[config.mk]
export PLATFORM = sky130hd
export DESIGN_NAME = i2c_address_baud_buffer
export DESIGN_NICKNAME = d
export VERILOG_FILES = /design/src/i2c_addr_pkg.sv /design/src/i2c_address_baud_buffer.sv /design/src/serial_buffer.sv
export SDC_FILE = /design/constraint.sdc
export NUM_CORES = 1
export LEC_CHECK = 0
export ABC_AREA = 1
export CORE_MARGIN = 2
export CORE_UTILIZATION = 50
export DETAILED_ROUTE_END_ITERATION = 10
export DONT_BUFFER_PORTS = 1
export HOLD_SLACK_MARGIN = 0.06
export PLACE_DENSITY = 0.7
export SETUP_SLACK_MARGIN = 0.02
export SYNTH_ARGS = -nofsm -noshare
export SYNTH_HDL_FRONTEND = slang
export SYNTH_HIERARCHICAL = 1
export SYNTH_SLANG_ARGS = --single-unit
[constraint.sdc]
create_clock -name SYS_CLK -period 2 [get_ports SYS_CLK]
set_clock_uncertainty 0.15 [all_clocks]
set_input_delay 0.1 -clock SYS_CLK [delete_from_list [all_inputs] [get_ports SYS_CLK]]
set_output_delay 0.1 -clock SYS_CLK [all_outputs]
set_load 0.02 [all_outputs]
[src/i2c_addr_pkg.sv]
package i2c_addr_pkg;
    // ------------------------------------------------------------
    // Register map (byte addresses, one aligned word each)
    // ------------------------------------------------------------
    localparam logic [7:0] ADDR_MODE     = 8'h00;
    localparam logic [7:0] ADDR_MASK     = 8'h04;
    localparam logic [7:0] ADDR_ADDBAUD  = 8'h08;
    localparam logic [7:0] ADDR_BUFFER   = 8'h0c;
    localparam logic [7:0] ADDR_STATUS   = 8'h10;
    // ------------------------------------------------------------
    // Mode field values
    // ------------------------------------------------------------
    localparam logic [1:0] MODE_MASTER   = 2'h0;
    localparam logic [1:0] MODE_SLAVE7   = 2'h1;
    localparam logic [1:0] MODE_SLAVE10  = 2'h2;
    localparam logic [1:0] MODE_OFF      = 2'h3;
    // ------------------------------------------------------------
    // Reset values and fixed patterns
    // ------------------------------------------------------------
    localparam logic [7:0] ADDBAUD_RST   = 8'h00;
    localparam logic [7:0] MASK_RST      = 8'hff;
    localparam logic [1:0] MODE_RST      = MODE_OFF;
    localparam logic [4:0] TEN_BIT_HDR   = 5'h1e;
    localparam int         SCL_PHASES    = 4;
    localparam int         STAT_BF_BIT   = 0;
    localparam int         STAT_MATCH_BIT = 1;
    localparam int         STAT_HIGH_BIT = 2;
endpackage

[src/i2c_address_baud_buffer.sv]
// Operation
// - Master mode SCL period is four times (divider plus one) system clocks.
// - Ten-bit high byte top five bits must equal 11110, fixed in hardware.
// - Ten-bit high byte uses divider bits 2:1; bit 0 ignored.
// - Ten-bit low byte compares all eight divider bits.
// - Seven-bit mode address is divider bits 7:1; bit 0 ignored.
// - Seven-bit mode ignores the lowest mask bit.
// - Eight-bit buffer, read/write, no reset value, kept across resets.
// - Pin threshold selection is ignored while the dedicated I2C pins are used.
// - Set mask bits compare address bits; clear mask bits are excluded.
module i2c_address_baud_buffer
    import i2c_addr_pkg::*;
(
    input  wire logic        SYS_CLK,         // 20 MHz system clock
    input  wire logic        RST_N,           // Async reset, active low
    input  wire logic        PSEL,            // APB select
    input  wire logic        PENABLE,         // APB access phase
    input  wire logic        PWRITE,          // APB write
    input  wire logic [7:0]  PADDR,           // APB byte address
    input  wire logic [31:0] PWDATA,          // APB write data
    output logic      [31:0] PRDATA,          // APB read data
    output logic             PREADY,          // APB ready
    output logic             PSLVERR,         // APB error
    input  wire logic        ADDR_BYTE_VALID, // Received address byte strobe
    input  wire logic [7:0]  ADDR_BYTE,       // Received address byte
    input  wire logic        ADDR_FIRST,      // Byte is first after start
    input  wire logic        RX_VALID,        // Received data byte strobe
    input  wire logic [7:0]  RX_BYTE,         // Received data byte
    input  wire logic        DEDICATED_PINS,  // Dedicated I2C pins in use
    input  wire logic        PIN_THRESH_SEL,  // Per-pin input threshold select
    output logic             SCL_TICK,        // SCL phase enable pulse
    output logic             SCL_OUT,         // Generated SCL level
    output logic             ADDR_MATCH,      // Address match pulse
    output logic             THRESH_TTL       // Effective threshold select
);
    // ------------------------------------------------------------
    // Registers
    // ------------------------------------------------------------
    logic [1:0]  mode_q, mode_d;
    logic [7:0]  mask_q, mask_d;
    logic [7:0]  addbaud_q, addbaud_d;
    logic        full_q, full_d;
    logic        hi_ok_q, hi_ok_d;
    logic [7:0]  div_q, div_d;
    logic        scl_q, scl_d;
    logic        tick_q, tick_d;
    logic        match_q, match_d;
    logic        ttl_q, ttl_d;
    logic [31:0] prdata_q, prdata_d;
    logic        err_q, err_d;
    logic [7:0]  buf_rd;
    logic        buf_we;
    logic [7:0]  buf_wd;

    typedef enum logic [2:0] {
        SL_IDLE = 3'b001,
        SL_HIGH = 3'b010,
        SL_DONE = 3'b100
    } slave_e;
    slave_e st_q, st_d;

    // Mask-aware compare over a bit range
    function automatic logic masked_eq(input logic [7:0] rx, input logic [7:0] ref_v,
                                       input logic [7:0] msk, input logic [7:0] used);
        masked_eq = (((rx ^ ref_v) & msk & used) == 8'h00);
    endfunction

    wire acc    = PSEL && PENABLE;
    wire setup  = PSEL && !PENABLE;
    wire wr     = acc && PWRITE;
    wire mapped = (PADDR == ADDR_MODE) || (PADDR == ADDR_MASK) ||
                  (PADDR == ADDR_ADDBAUD) || (PADDR == ADDR_BUFFER) ||
                  (PADDR == ADDR_STATUS);

    // ------------------------------------------------------------
    // APB register file
    // ------------------------------------------------------------
    always_comb begin
        mode_d    = mode_q;
        mask_d    = mask_q;
        addbaud_d = addbaud_q;
        buf_we    = 1'b0;
        buf_wd    = PWDATA[7:0];
        prdata_d  = 32'h0000_0000;
        err_d     = 1'b0;
        // Read data and error are registered at the setup edge, so they
        // stand in the access cycle together with PREADY
        if (setup) begin
            err_d = !mapped || (PWRITE && PADDR == ADDR_STATUS);
        end
        if (setup && !PWRITE) begin
            unique case (PADDR)
                ADDR_MODE:    prdata_d = {30'h0, mode_q};
                ADDR_MASK:    prdata_d = {24'h0, mask_q};
                ADDR_ADDBAUD: prdata_d = {24'h0, addbaud_q};
                ADDR_BUFFER:  prdata_d = {24'h0, buf_rd};
                ADDR_STATUS:  prdata_d = {29'h0, hi_ok_q, match_q, full_q};
                default:      prdata_d = 32'h0000_0000;
            endcase
        end
        // Writes land at the access edge, where PREADY is sampled high
        if (wr) begin
            unique case (PADDR)
                ADDR_MODE:    mode_d    = PWDATA[1:0];
                ADDR_MASK:    mask_d    = PWDATA[7:0];
                ADDR_ADDBAUD: addbaud_d = PWDATA[7:0];
                ADDR_BUFFER:  buf_we    = 1'b1;
                default:      ;
            endcase
        end
        // Hardware receive loads the buffer unless software writes it this cycle
        if (RX_VALID && !buf_we) begin
            buf_we = 1'b1;
            buf_wd = RX_BYTE;
        end
    end

    // Full flag: hardware set wins over the clear from a buffer read
    always_comb begin
        full_d = full_q;
        if (acc && !PWRITE && PADDR == ADDR_BUFFER) begin
            full_d = 1'b0;
        end
        if (RX_VALID) begin
            full_d = 1'b1;
        end
    end

    serial_buffer u_buf (
        .clk     (SYS_CLK),
        .wr_en   (buf_we),
        .wr_data (buf_wd),
        .rd_data (buf_rd)
    );

    // ------------------------------------------------------------
    // Baud divider
    // ------------------------------------------------------------
    // Each SCL phase lasts (divider + 1) clocks; four phases make a period,
    // so SCL toggles every second tick.
    logic [1:0] phase_q, phase_d;
    always_comb begin
        div_d   = div_q;
        phase_d = phase_q;
        scl_d   = scl_q;
        tick_d  = 1'b0;
        if (mode_q != MODE_MASTER) begin
            div_d   = 8'h00;
            phase_d = 2'h0;
            scl_d   = 1'b1;
        end else if (div_q == addbaud_q) begin
            div_d   = 8'h00;
            tick_d  = 1'b1;
            phase_d = phase_q + 2'h1;
            if (phase_q[0]) begin
                scl_d = !scl_q;
            end
        end else begin
            div_d = div_q + 8'h01;
        end
    end

    // ------------------------------------------------------------
    // Slave address matching
    // ------------------------------------------------------------
    logic m7, m10hi, m10lo;
    always_comb begin
        // Bit 0 of both mask and address excluded in 7-bit mode
        m7 = masked_eq(ADDR_BYTE, addbaud_q, mask_q, 8'hfe);
        // Header pattern fixed; register bits 7:3 and 0 unused
        m10hi = (ADDR_BYTE[7:3] == TEN_BIT_HDR) &&
                masked_eq(ADDR_BYTE, addbaud_q, mask_q, 8'h06);
        m10lo = masked_eq(ADDR_BYTE, addbaud_q, mask_q, 8'hff);
        st_d    = st_q;
        hi_ok_d = hi_ok_q;
        match_d = 1'b0;
        if (ADDR_BYTE_VALID) begin
            unique case (mode_q)
                MODE_SLAVE7: begin
                    match_d = ADDR_FIRST && m7;
                    st_d    = SL_IDLE;
                end
                MODE_SLAVE10: begin
                    if (ADDR_FIRST) begin
                        st_d    = m10hi ? SL_HIGH : SL_IDLE;
                        hi_ok_d = m10hi;
                    end else if (st_q == SL_HIGH) begin
                        match_d = m10lo;
                        st_d    = m10lo ? SL_DONE : SL_IDLE;
                    end
                end
                default: st_d = SL_IDLE;
            endcase
        end
    end

    // ------------------------------------------------------------
    // State registers
    // ------------------------------------------------------------
    // Threshold and pin inputs are synchronised before use
    logic [1:0] ded_sync_q, thr_sync_q;
    always_comb begin
        ttl_d = ded_sync_q[1] ? 1'b0 : thr_sync_q[1];
    end

    always_ff @(posedge SYS_CLK or negedge RST_N) begin
        if (!RST_N) begin
            mode_q     <= MODE_RST;
            mask_q     <= MASK_RST;
            addbaud_q  <= ADDBAUD_RST;
            full_q     <= 1'b0;
            hi_ok_q    <= 1'b0;
            div_q      <= 8'h00;
            phase_q    <= 2'h0;
            scl_q      <= 1'b1;
            tick_q     <= 1'b0;
            match_q    <= 1'b0;
            ttl_q      <= 1'b0;
            prdata_q   <= 32'h0000_0000;
            err_q      <= 1'b0;
            st_q       <= SL_IDLE;
            ded_sync_q <= 2'h0;
            thr_sync_q <= 2'h0;
        end else begin
            mode_q     <= mode_d;
            mask_q     <= mask_d;
            addbaud_q  <= addbaud_d;
            full_q     <= full_d;
            hi_ok_q    <= hi_ok_d;
            div_q      <= div_d;
            phase_q    <= phase_d;
            scl_q      <= scl_d;
            tick_q     <= tick_d;
            match_q    <= match_d;
            ttl_q      <= ttl_d;
            prdata_q   <= prdata_d;
            err_q      <= err_d;
            st_q       <= st_d;
            ded_sync_q <= {ded_sync_q[0], DEDICATED_PINS};
            thr_sync_q <= {thr_sync_q[0], PIN_THRESH_SEL};
        end
    end

    // PREADY is registered from the setup cycle: the access phase has no wait state
    logic ready_q;
    always_ff @(posedge SYS_CLK or negedge RST_N) begin
        if (!RST_N) begin
            ready_q <= 1'b0;
        end else begin
            ready_q <= PSEL && !PENABLE;
        end
    end

    assign PRDATA     = prdata_q;
    assign PREADY     = ready_q;
    assign PSLVERR    = err_q;
    assign SCL_TICK   = tick_q;
    assign SCL_OUT    = scl_q;
    assign ADDR_MATCH = match_q;
    assign THRESH_TTL = ttl_q;

    // ------------------------------------------------------------
    // Checks
    // ------------------------------------------------------------
    logic [9:0] gap_q;
    always_ff @(posedge SYS_CLK or negedge RST_N) begin
        if (!RST_N) begin
            gap_q <= 10'h000;
        end else begin
            gap_q <= tick_q ? 10'h000 : gap_q + 10'h001;
        end
    end

    // Divider seen at the last tick, and whether it and master mode have held since;
    // a period straddling a divider write or mode change is not checked
    logic [7:0] tick_div_q;
    logic       steady_q;
    always_ff @(posedge SYS_CLK or negedge RST_N) begin
        if (!RST_N) begin
            tick_div_q <= 8'h00;
            steady_q   <= 1'b0;
        end else begin
            if (tick_q) begin
                tick_div_q <= addbaud_q;
            end
            if (mode_q != MODE_MASTER) begin
                steady_q <= 1'b0;
            end else if (tick_q) begin
                steady_q <= 1'b1;
            end else if (addbaud_q != tick_div_q) begin
                steady_q <= 1'b0;
            end
        end
    end

    tick_spacing_a: assert property (@(posedge SYS_CLK) disable iff (!RST_N)
        ($changed(scl_q) && $past(mode_q) == MODE_MASTER) |-> (tick_q && $past(phase_q[0])))
        else $error("divider tick spacing wrong");

    tick_period_a: assert property (@(posedge SYS_CLK) disable iff (!RST_N)
        (tick_q && steady_q) |-> (gap_q == {2'h0, tick_div_q}))
        else $error("tick period not divider plus one");

    hdr_fixed_a: assert property (@(posedge SYS_CLK) disable iff (!RST_N)
        (ADDR_BYTE_VALID && ADDR_FIRST && mode_q == MODE_SLAVE10 &&
         ADDR_BYTE[7:3] != TEN_BIT_HDR) |=> (st_q == SL_IDLE && !hi_ok_q))
        else $error("ten-bit header accepted without fixed pattern");

    seven_match_a: assert property (@(posedge SYS_CLK) disable iff (!RST_N)
        (ADDR_BYTE_VALID && ADDR_FIRST && mode_q == MODE_SLAVE7)
        |=> (match_q == ((($past(ADDR_BYTE) ^ $past(addbaud_q)) & $past(mask_q) &
                          8'hfe) == 8'h00)))
        else $error("seven-bit match wrong");

    seven_bit0_a: assert property (@(posedge SYS_CLK) disable iff (!RST_N)
        m7 == (((ADDR_BYTE[7:1] ^ addbaud_q[7:1]) & mask_q[7:1]) == 7'h00))
        else $error("seven-bit match depends on bit zero");

    ten_order_a: assert property (@(posedge SYS_CLK) disable iff (!RST_N)
        match_q && $past(mode_q) == MODE_SLAVE10 |-> $past(st_q) == SL_HIGH)
        else $error("ten-bit match without high byte");

    full_set_a: assert property (@(posedge SYS_CLK) disable iff (!RST_N)
        (RX_VALID && !(wr && PADDR == ADDR_BUFFER)) |=> full_q && (buf_rd == $past(RX_BYTE)))
        else $error("receive byte not held in buffer");

    thresh_a: assert property (@(posedge SYS_CLK) disable iff (!RST_N)
        ded_sync_q[1] |=> !THRESH_TTL)
        else $error("threshold select not ignored on dedicated pins");
endmodule // i2c_address_baud_buffer

[src/serial_buffer.sv]
module serial_buffer (
    input  wire logic       clk,      // System clock
    input  wire logic       wr_en,    // Load strobe
    input  wire logic [7:0] wr_data,  // Byte to store
    output logic      [7:0] rd_data   // Stored byte
);
    // ------------------------------------------------------------
    // Storage with no reset: kept across every reset
    // ------------------------------------------------------------
    logic [7:0] buf_q;
    logic [7:0] buf_d;

    always_comb begin
        buf_d = wr_en ? wr_data : buf_q;
    end

    always_ff @(posedge clk) begin
        buf_q <= buf_d;
    end

    assign rd_data = buf_q;
endmodule // serial_buffer

==> impl_metrics.json, run 1 <==
{
  "status": "finished, final reports clean",
  "gp_congestion": 0.8185,
  "maxCapViolations": 0,
  "pwr-share-seq_pct": 47.9,
  "syn_area_um2": 3267,
  "hp-start": "ADDR_BYTE[7]",
  "hpwl_um": 4703,
  "h-tree-depth": 3,
  "p_leak_uw": 0.001941,
  "swShare_pct": 28.68,
  "final_common_cell": "nand2_1",
  "final_nets": 533,
  "yosys.area_share.adder_pct": 1.532,
  "clock_path_buffers": 2,
  "grt_usage_pct": 20.93,
  "rsz0062_at_grt": "no",
  "crit_type": "in -> reg",
  "synthXorXnorAreaFrac_pct": 1.877,
  "start_util_pct": 51.45,
  "io_pins": 104,
  "hold_viol": 0,
  "synth_simple_gate_area_share_pct": 31.06,
  "dieArea_um2": 7196,
  "synth_top_area_share_pct": 29.11,
  "switching_power_uw": 836.0,
  "r2r_slack_ps": 120,
  "worstSetupEndpointType": "flip-flop",
  "avgSynthCellArea_um2": 8.188,
  "syn_inst": 399,
  "min_period_ps": 1901,
  "min_path_cells": 6,
  "vias": 2629,
  "area_growth_syn_to_layout_pct": 22.41,
  "ys_ff_latch": 58,
  "antenna_cells": 0,
  "ir_worst_vdd_mv": 0.6221,
  "synth_area_leaders": "dfrtp_1, nand2_1, dfstp_2, edfxtp_1, nor2_1",
  "vias_per_cell": 4.824,
  "p_int_uw": 2079,
  "synth.area.mux_share_pct": 0,
  "grt_start_max_net_pins": 51,
  "core_area_um2": 6350,
  "wl_um": 7063,
  "drtIter0Drc": 152,
  "p_comb_share_pct": 15.7,
  "die_w_um": 84.83,
  "grt_pass1_wl_um": 11820,
  "grt_pass1_vias": 2648,
  "clock.fmax_ghz": 0.5259,
  "ys_seq_area_share_pct": 46.11,
  "row_count": 29,
  "whs_endpoint": "ADDR_MATCH",
  "clk-insertion-delay-late_ps": 340,
  "rr_worst_depth": 7,
  "numClockSinks": 58,
  "nFillCells": 545,
  "clkPwrFrac_pct": 36.4,
  "drv_slew": 0,
  "holdWs_ps": 20.86,
  "port_buffers": 0,
  "finalSetupViolCount": 0,
  "clk_pin_slew_ps": 60,
  "post_drt_wl_per_cell_um": 12.96,
  "synth-compound-area-share_pct": 6.741,
  "crit_fanout": 16,
  "cts-buffers-inserted": 9,
  "reg2reg_from": "mode_q[0]",
  "yosys.area.top_type": "dfrtp_1",
  "drive_gt1_share_pct": 17.09,
  "dieHeight_um": 84.83,
  "crit_path_start_kind": "input pin",
  "worstPathRequired_ps": 2110,
  "root_buffer": "clkbuf_8",
  "layout_common_cells": "nand2_1, nor2_1, dlygate4sd3_1",
  "antenna_found_initial": 0,
  "worstReg2RegEnd": "hi_ok_q",
  "powerDensity_nw_per_um2": 728.9,
  "overflow": 0,
  "hp-class": "in -> reg",
  "yosysUniqueCellTypes": 28,
  "min_period_over_period_pct": 95.07,
  "worstPathArrival_ps": 2010,
  "tns_ps": 0,
  "ys_warn_count": 6,
  "synth_top_family_by_area": "simple AND/OR/NAND/NOR gates",
  "route.detailed.drc": 0,
  "ant_nets": 0,
  "cts_tree": "yes",
  "drtPass1Iterations": 4
}
registers in the layout (all words and copies together) (netlist names), 2 cells and up:
name,flops
PRDATA,8
addbaud_q,8
ded_sync_q,2
div_q,8
mask_q,8
mode_q,2
st_q,3
thr_sync_q,2
u_buf/rd_data,8
kinds of logic after synthesis:
family	Yosys count
and+or+nand+nor	220
buffers and inverters	77
DFF	58
AOI/OAI and AO/OA	32
xor gates and xnor gates	7
adders and majority gates	4
other	1
power groups by stage:
stage               logic, uW  clock network, uW  registers [uW]
floorplan                 339                  0            1400
global placement          342                  0            1420
detailed placement        355                  0            1420
CTS                       454               1080            1400
global route              525               1130            1410
finish                    459               1060            1400
metal layers:
metal,GRT usage (%),up-vias,part of all wire [%]
met1,24.51,1233,42
met5,0,-,0
met4,5.772,0,1.1
met2,36.86,73,51
li1,-,1313,-
met3,6.907,10,5.2
Yosys cell counts:
master    count
buf_4        24
xnor2_1       4
a21oi_1       8
nor2_4        5
a21oi_2       2
o21ai_1       2
nand3_2       2
inv_2         1
nand3_1      25
or2_2         2
nor2_1       53
o21ai_0       6
nand2_1     112
dfrtp_1      38
nor2_8        1
buf_6         2
xor2_1        3
nand2_4       5
buf_12        1
inv_1        49
conb_1        1
nand3_4       1
nor2_2       10
nand4_1       4
edfxtp_1      8
dfstp_2      12
ha_1          4
o21ai_2      14
per-stage QoR:
stage          util (%)  area, um2  cells  setup slack (ps)  total power [uW]
5_1_grt           62.98       3999    545             11.40              3059
3_5_place_dp      50.82       3227    472             369.8              1776
3_3_place_gp      50.82       3227    472             411.1              1758
4_1_cts           62.11       3944    539             56.99              2934
6_report          62.98       3999    545             98.56              2915
2_1_floorplan         -       3353    422             571.2              1739
cell type report:
type | instances | area (um2) | share of cell area [%]
clock buffers | 13 | 148.9 | 3.723
well taps | 77 | 96.34 | 2.409
flip-flops and latches | 58 | 1509 | 37.73
multi-input cells | 287 | 1444 | 36.11
clock inverters | 3 | 40.04 | 1.001
inverters | 50 | 187.7 | 4.693
repair buffers | 57 | 573.1 | 14.33
how the worst max path moves through the flow:
stage	from	end	slack, ps
floorplan	mode_q[1]	st_q[2]	570
global placement	addbaud_q[0]	div_q[7]	410
detailed placement	div_q[2]	div_q[7]	370
CTS	mode_q[0]	hi_ok_q	60
global route	PADDR[3]	mask_q[3]	10
finish	PADDR[3]	mask_q[3]	100
what timing repair did:
item,in CTS,in global routing
setup buffers,0,6
endpoints found under the setup margin,0,10
endpoints found under the hold margin,94,1
gates resized for setup,0,5
hold buffers,51,1
critical path, cell delays in order:
cell,delay [ps]
dlygate4sd3_1,580
inv_1,110
nand3_1,130
nor2_4,190
nand2_4,160
nand2_1,120
o21ai_2,50
dlygate4sd3_1,560
No activity file was read; power rests on OpenSTA's default activity.
==> inputs of run 2 (changes only) <==
--- a/config.mk
+++ b/config.mk
@@ -7,13 +7,11 @@
 export LEC_CHECK = 0
 export ABC_AREA = 1
 export CORE_MARGIN = 2
-export CORE_UTILIZATION = 50
+export CORE_UTILIZATION = 55
 export DETAILED_ROUTE_END_ITERATION = 10
 export DONT_BUFFER_PORTS = 1
 export HOLD_SLACK_MARGIN = 0.06
-export PLACE_DENSITY = 0.7
-export SETUP_SLACK_MARGIN = 0.02
+export PLACE_DENSITY = 0.75
 export SYNTH_ARGS = -nofsm -noshare
 export SYNTH_HDL_FRONTEND = slang
-export SYNTH_HIERARCHICAL = 1
 export SYNTH_SLANG_ARGS = --single-unit
==> run 2 against run 1 <==
- register-to-register slack hardly changed
- count of clock-buffer cells in the layout increased by 3
- power shrank 4.0%
- critical path depth shrank 3
==> impl_metrics.json, run 2 <==
{
  "status": "finished, final reports clean",
  "root_buffer": "clkbuf_8",
  "synth_edf_count": 8,
  "post_drt_wl_per_cell_um": 13.48,
  "vias": 2647,
  "cp_common_cell": "dlygate4sd3_1",
  "p_leak_uw": 0.001808,
  "synth-async-reset-ratio_pct": 86.21,
  "die_w_um": 80.49,
  "final_common_cell": "nand2_1",
  "hp-start": "ADDR_BYTE[3]",
  "drtIter0Drc": 220,
  "rsz0062_at_grt": "no",
  "antenna_cells": 0,
  "drtPass1Iterations": 4,
  "ys_seq_area_share_pct": 46.81,
  "numClockSinks": 58,
  "dieArea_um2": 6479,
  "layout_common_cells": "nand2_1, inv_1, nor2_1",
  "hpwl_um": 4840,
  "port_buffers": 0,
  "dieHeight_um": 80.49,
  "min_period_over_period_pct": 96.95,
  "yosysUniqueCellTypes": 33,
  "ir_worst_vdd_mv": 0.4745,
  "worstPathRequired_ps": 2130,
  "reg2reg_from": "mode_q[0]",
  "holdWs_ps": 67.25,
  "overflow": 0,
  "synth_top_area_share_pct": 29.55,
  "wl_um": 7174,
  "ys_warn_count": 0,
  "tns_ps": 0,
  "final_nets": 525,
  "grt_pass1_wl_um": 11700,
  "cts-buffers-inserted": 9,
  "core_area_um2": 5574,
  "grt_usage_pct": 24.39,
  "yosysMostFrequentCell": "nand2_1",
  "gp_congestion": 0.8943,
  "syn_area_um2": 3218,
  "worstSetupEndpointType": "flip-flop",
  "antenna_found_initial": 0,
  "ys_ff_latch": 58,
  "drive_gt1_share_pct": 12.83,
  "cts_tree": "yes",
  "crit_type": "in -> reg",
  "clock.fmax_ghz": 0.5157,
  "min_period_ps": 1939,
  "nFillCells": 434,
  "hp-class": "in -> reg",
  "drv_slew": 0,
  "maxCapViolations": 0,
  "row_count": 27,
  "clk-insertion-delay-late_ps": 340,
  "max_stage_delay_ps": 590,
  "worstPathArrival_ps": 2070,
  "hold_viol": 0,
  "yosys.area.top_type": "dfrtp_1",
  "grt_start_max_net_pins": 51,
  "clock_path_buffers": 2,
  "powerDensity_nw_per_um2": 726.9,
  "route.detailed.drc": 0,
  "area_growth_syn_to_layout_pct": 19.60,
  "ys_top_cells_by_count": "nand2_1, inv_1, nor2_1, dfrtp_1",
  "critPathSlowestCell": "dlygate4sd3_1",
  "dominantRegCellSynth": "dfrtp_1",
  "syn_inst": 401,
  "start_util_pct": 57.73,
  "crit_path_start_kind": "input pin",
  "io_pins": 104,
  "total_power_uw": 2797,
  "crit_fanout": 3,
  "finalSetupViolCount": 0,
  "ant_nets": 0,
  "synth_area_leaders": "dfrtp_1, nand2_1, dfstp_2, edfxtp_1, inv_1",
  "vias_per_cell": 4.976,
  "avgSynthCellArea_um2": 8.025,
  "clk_pin_slew_ps": 70,
  "grt_pass1_vias": 2494,
  "crit_start": "PWRITE",
  "h-tree-depth": 3,
  "path_cells": "dlygate4sd3_1 -> nand3_1 -> dlygate4sd3_1 -> a21oi_2 -> dlygate4sd3_1"
}
## run 2: repair_timing
action | 4_1_cts | 5_1_grt
endpoints found under the hold margin | 94 | 1
buffers inserted | 0 | 3
gates resized for setup | 0 | 8
hold buffers | 45 | 1
setup endpoints to repair | 0 | 6
## run 2: path summary, 6_finish.rpt
kind                       cells past startpoint             to  slack (ps)
min in group asynchronous                      2        st_q[1]         160
setup reg to reg                               5     ADDR_MATCH         110
hold / removal                                 7        st_q[2]          70
hold reg to reg                                0  ded_sync_q[1]         200
setup / recovery                               5        PSLVERR          60
max in group asynchronous                      2      mask_q[3]        1280
## run 2: cells by family (layout without fill, tap and decap cells)
kind of cell    after synthesis  in the layout  share of synthesized area, %
simple gates                204            204                         28.31
buf+inv                      86            122                         13.84
flops                        58             58                         46.81
compound gates               42             42                         7.738
xor+xnor                      6              6                         1.633
fa+ha+maj                     4              4                         1.555
other cells                   1             24                        0.1165
## run 2: metrics by stage
step                      utilization (%)  worst slack, ps  std cells  area, um2
after floorplan                         -            541.7        424       3304
after global placement              56.81            366.7        468       3167
after detailed placement            56.81            349.9        468       3167
after CTS                           68.26            64.57        529       3805
after global routing                69.05            20.67        532       3849
final                               69.05            60.91        532       3849
## run 2: where the power goes
group	internal, uW	switching (uW)	leakage, uW	total [uW]
Sequential	1300	95.0	0.000708	1400
Clock	521	436	0.0000850	956
Combinational	163	283	0.00101	446
Total	1980	814	0.00181	2800
## run 2: layer usage
layer / up-vias / wire length (um) / track usage [%]
li1: 1311 / - / -
met2: 105 / 3450 / 38.67
met3: 10 / 552 / 5.169
met4: 0 / 111 / 12.20
met1: 1221 / 3060 / 31.54
met5: - / 0 / 0
## run 2: worst max-delay path: cells and delay by family
kind / cells / cell delay, ps
compound gates: 1 / 160
simple gates: 1 / 80
buf+inv: 3 / 1730
## run 2: layout make-up
type | instances | area [um2] | area share, %
well taps | 72 | 90.09 | 2.341
clock buffers | 16 | 170.2 | 4.421
inverters | 58 | 217.7 | 5.657
repair buffers | 48 | 490.5 | 12.74
flip-flops and latches | 58 | 1506 | 39.14
multi-input cells | 280 | 1374 | 35.70
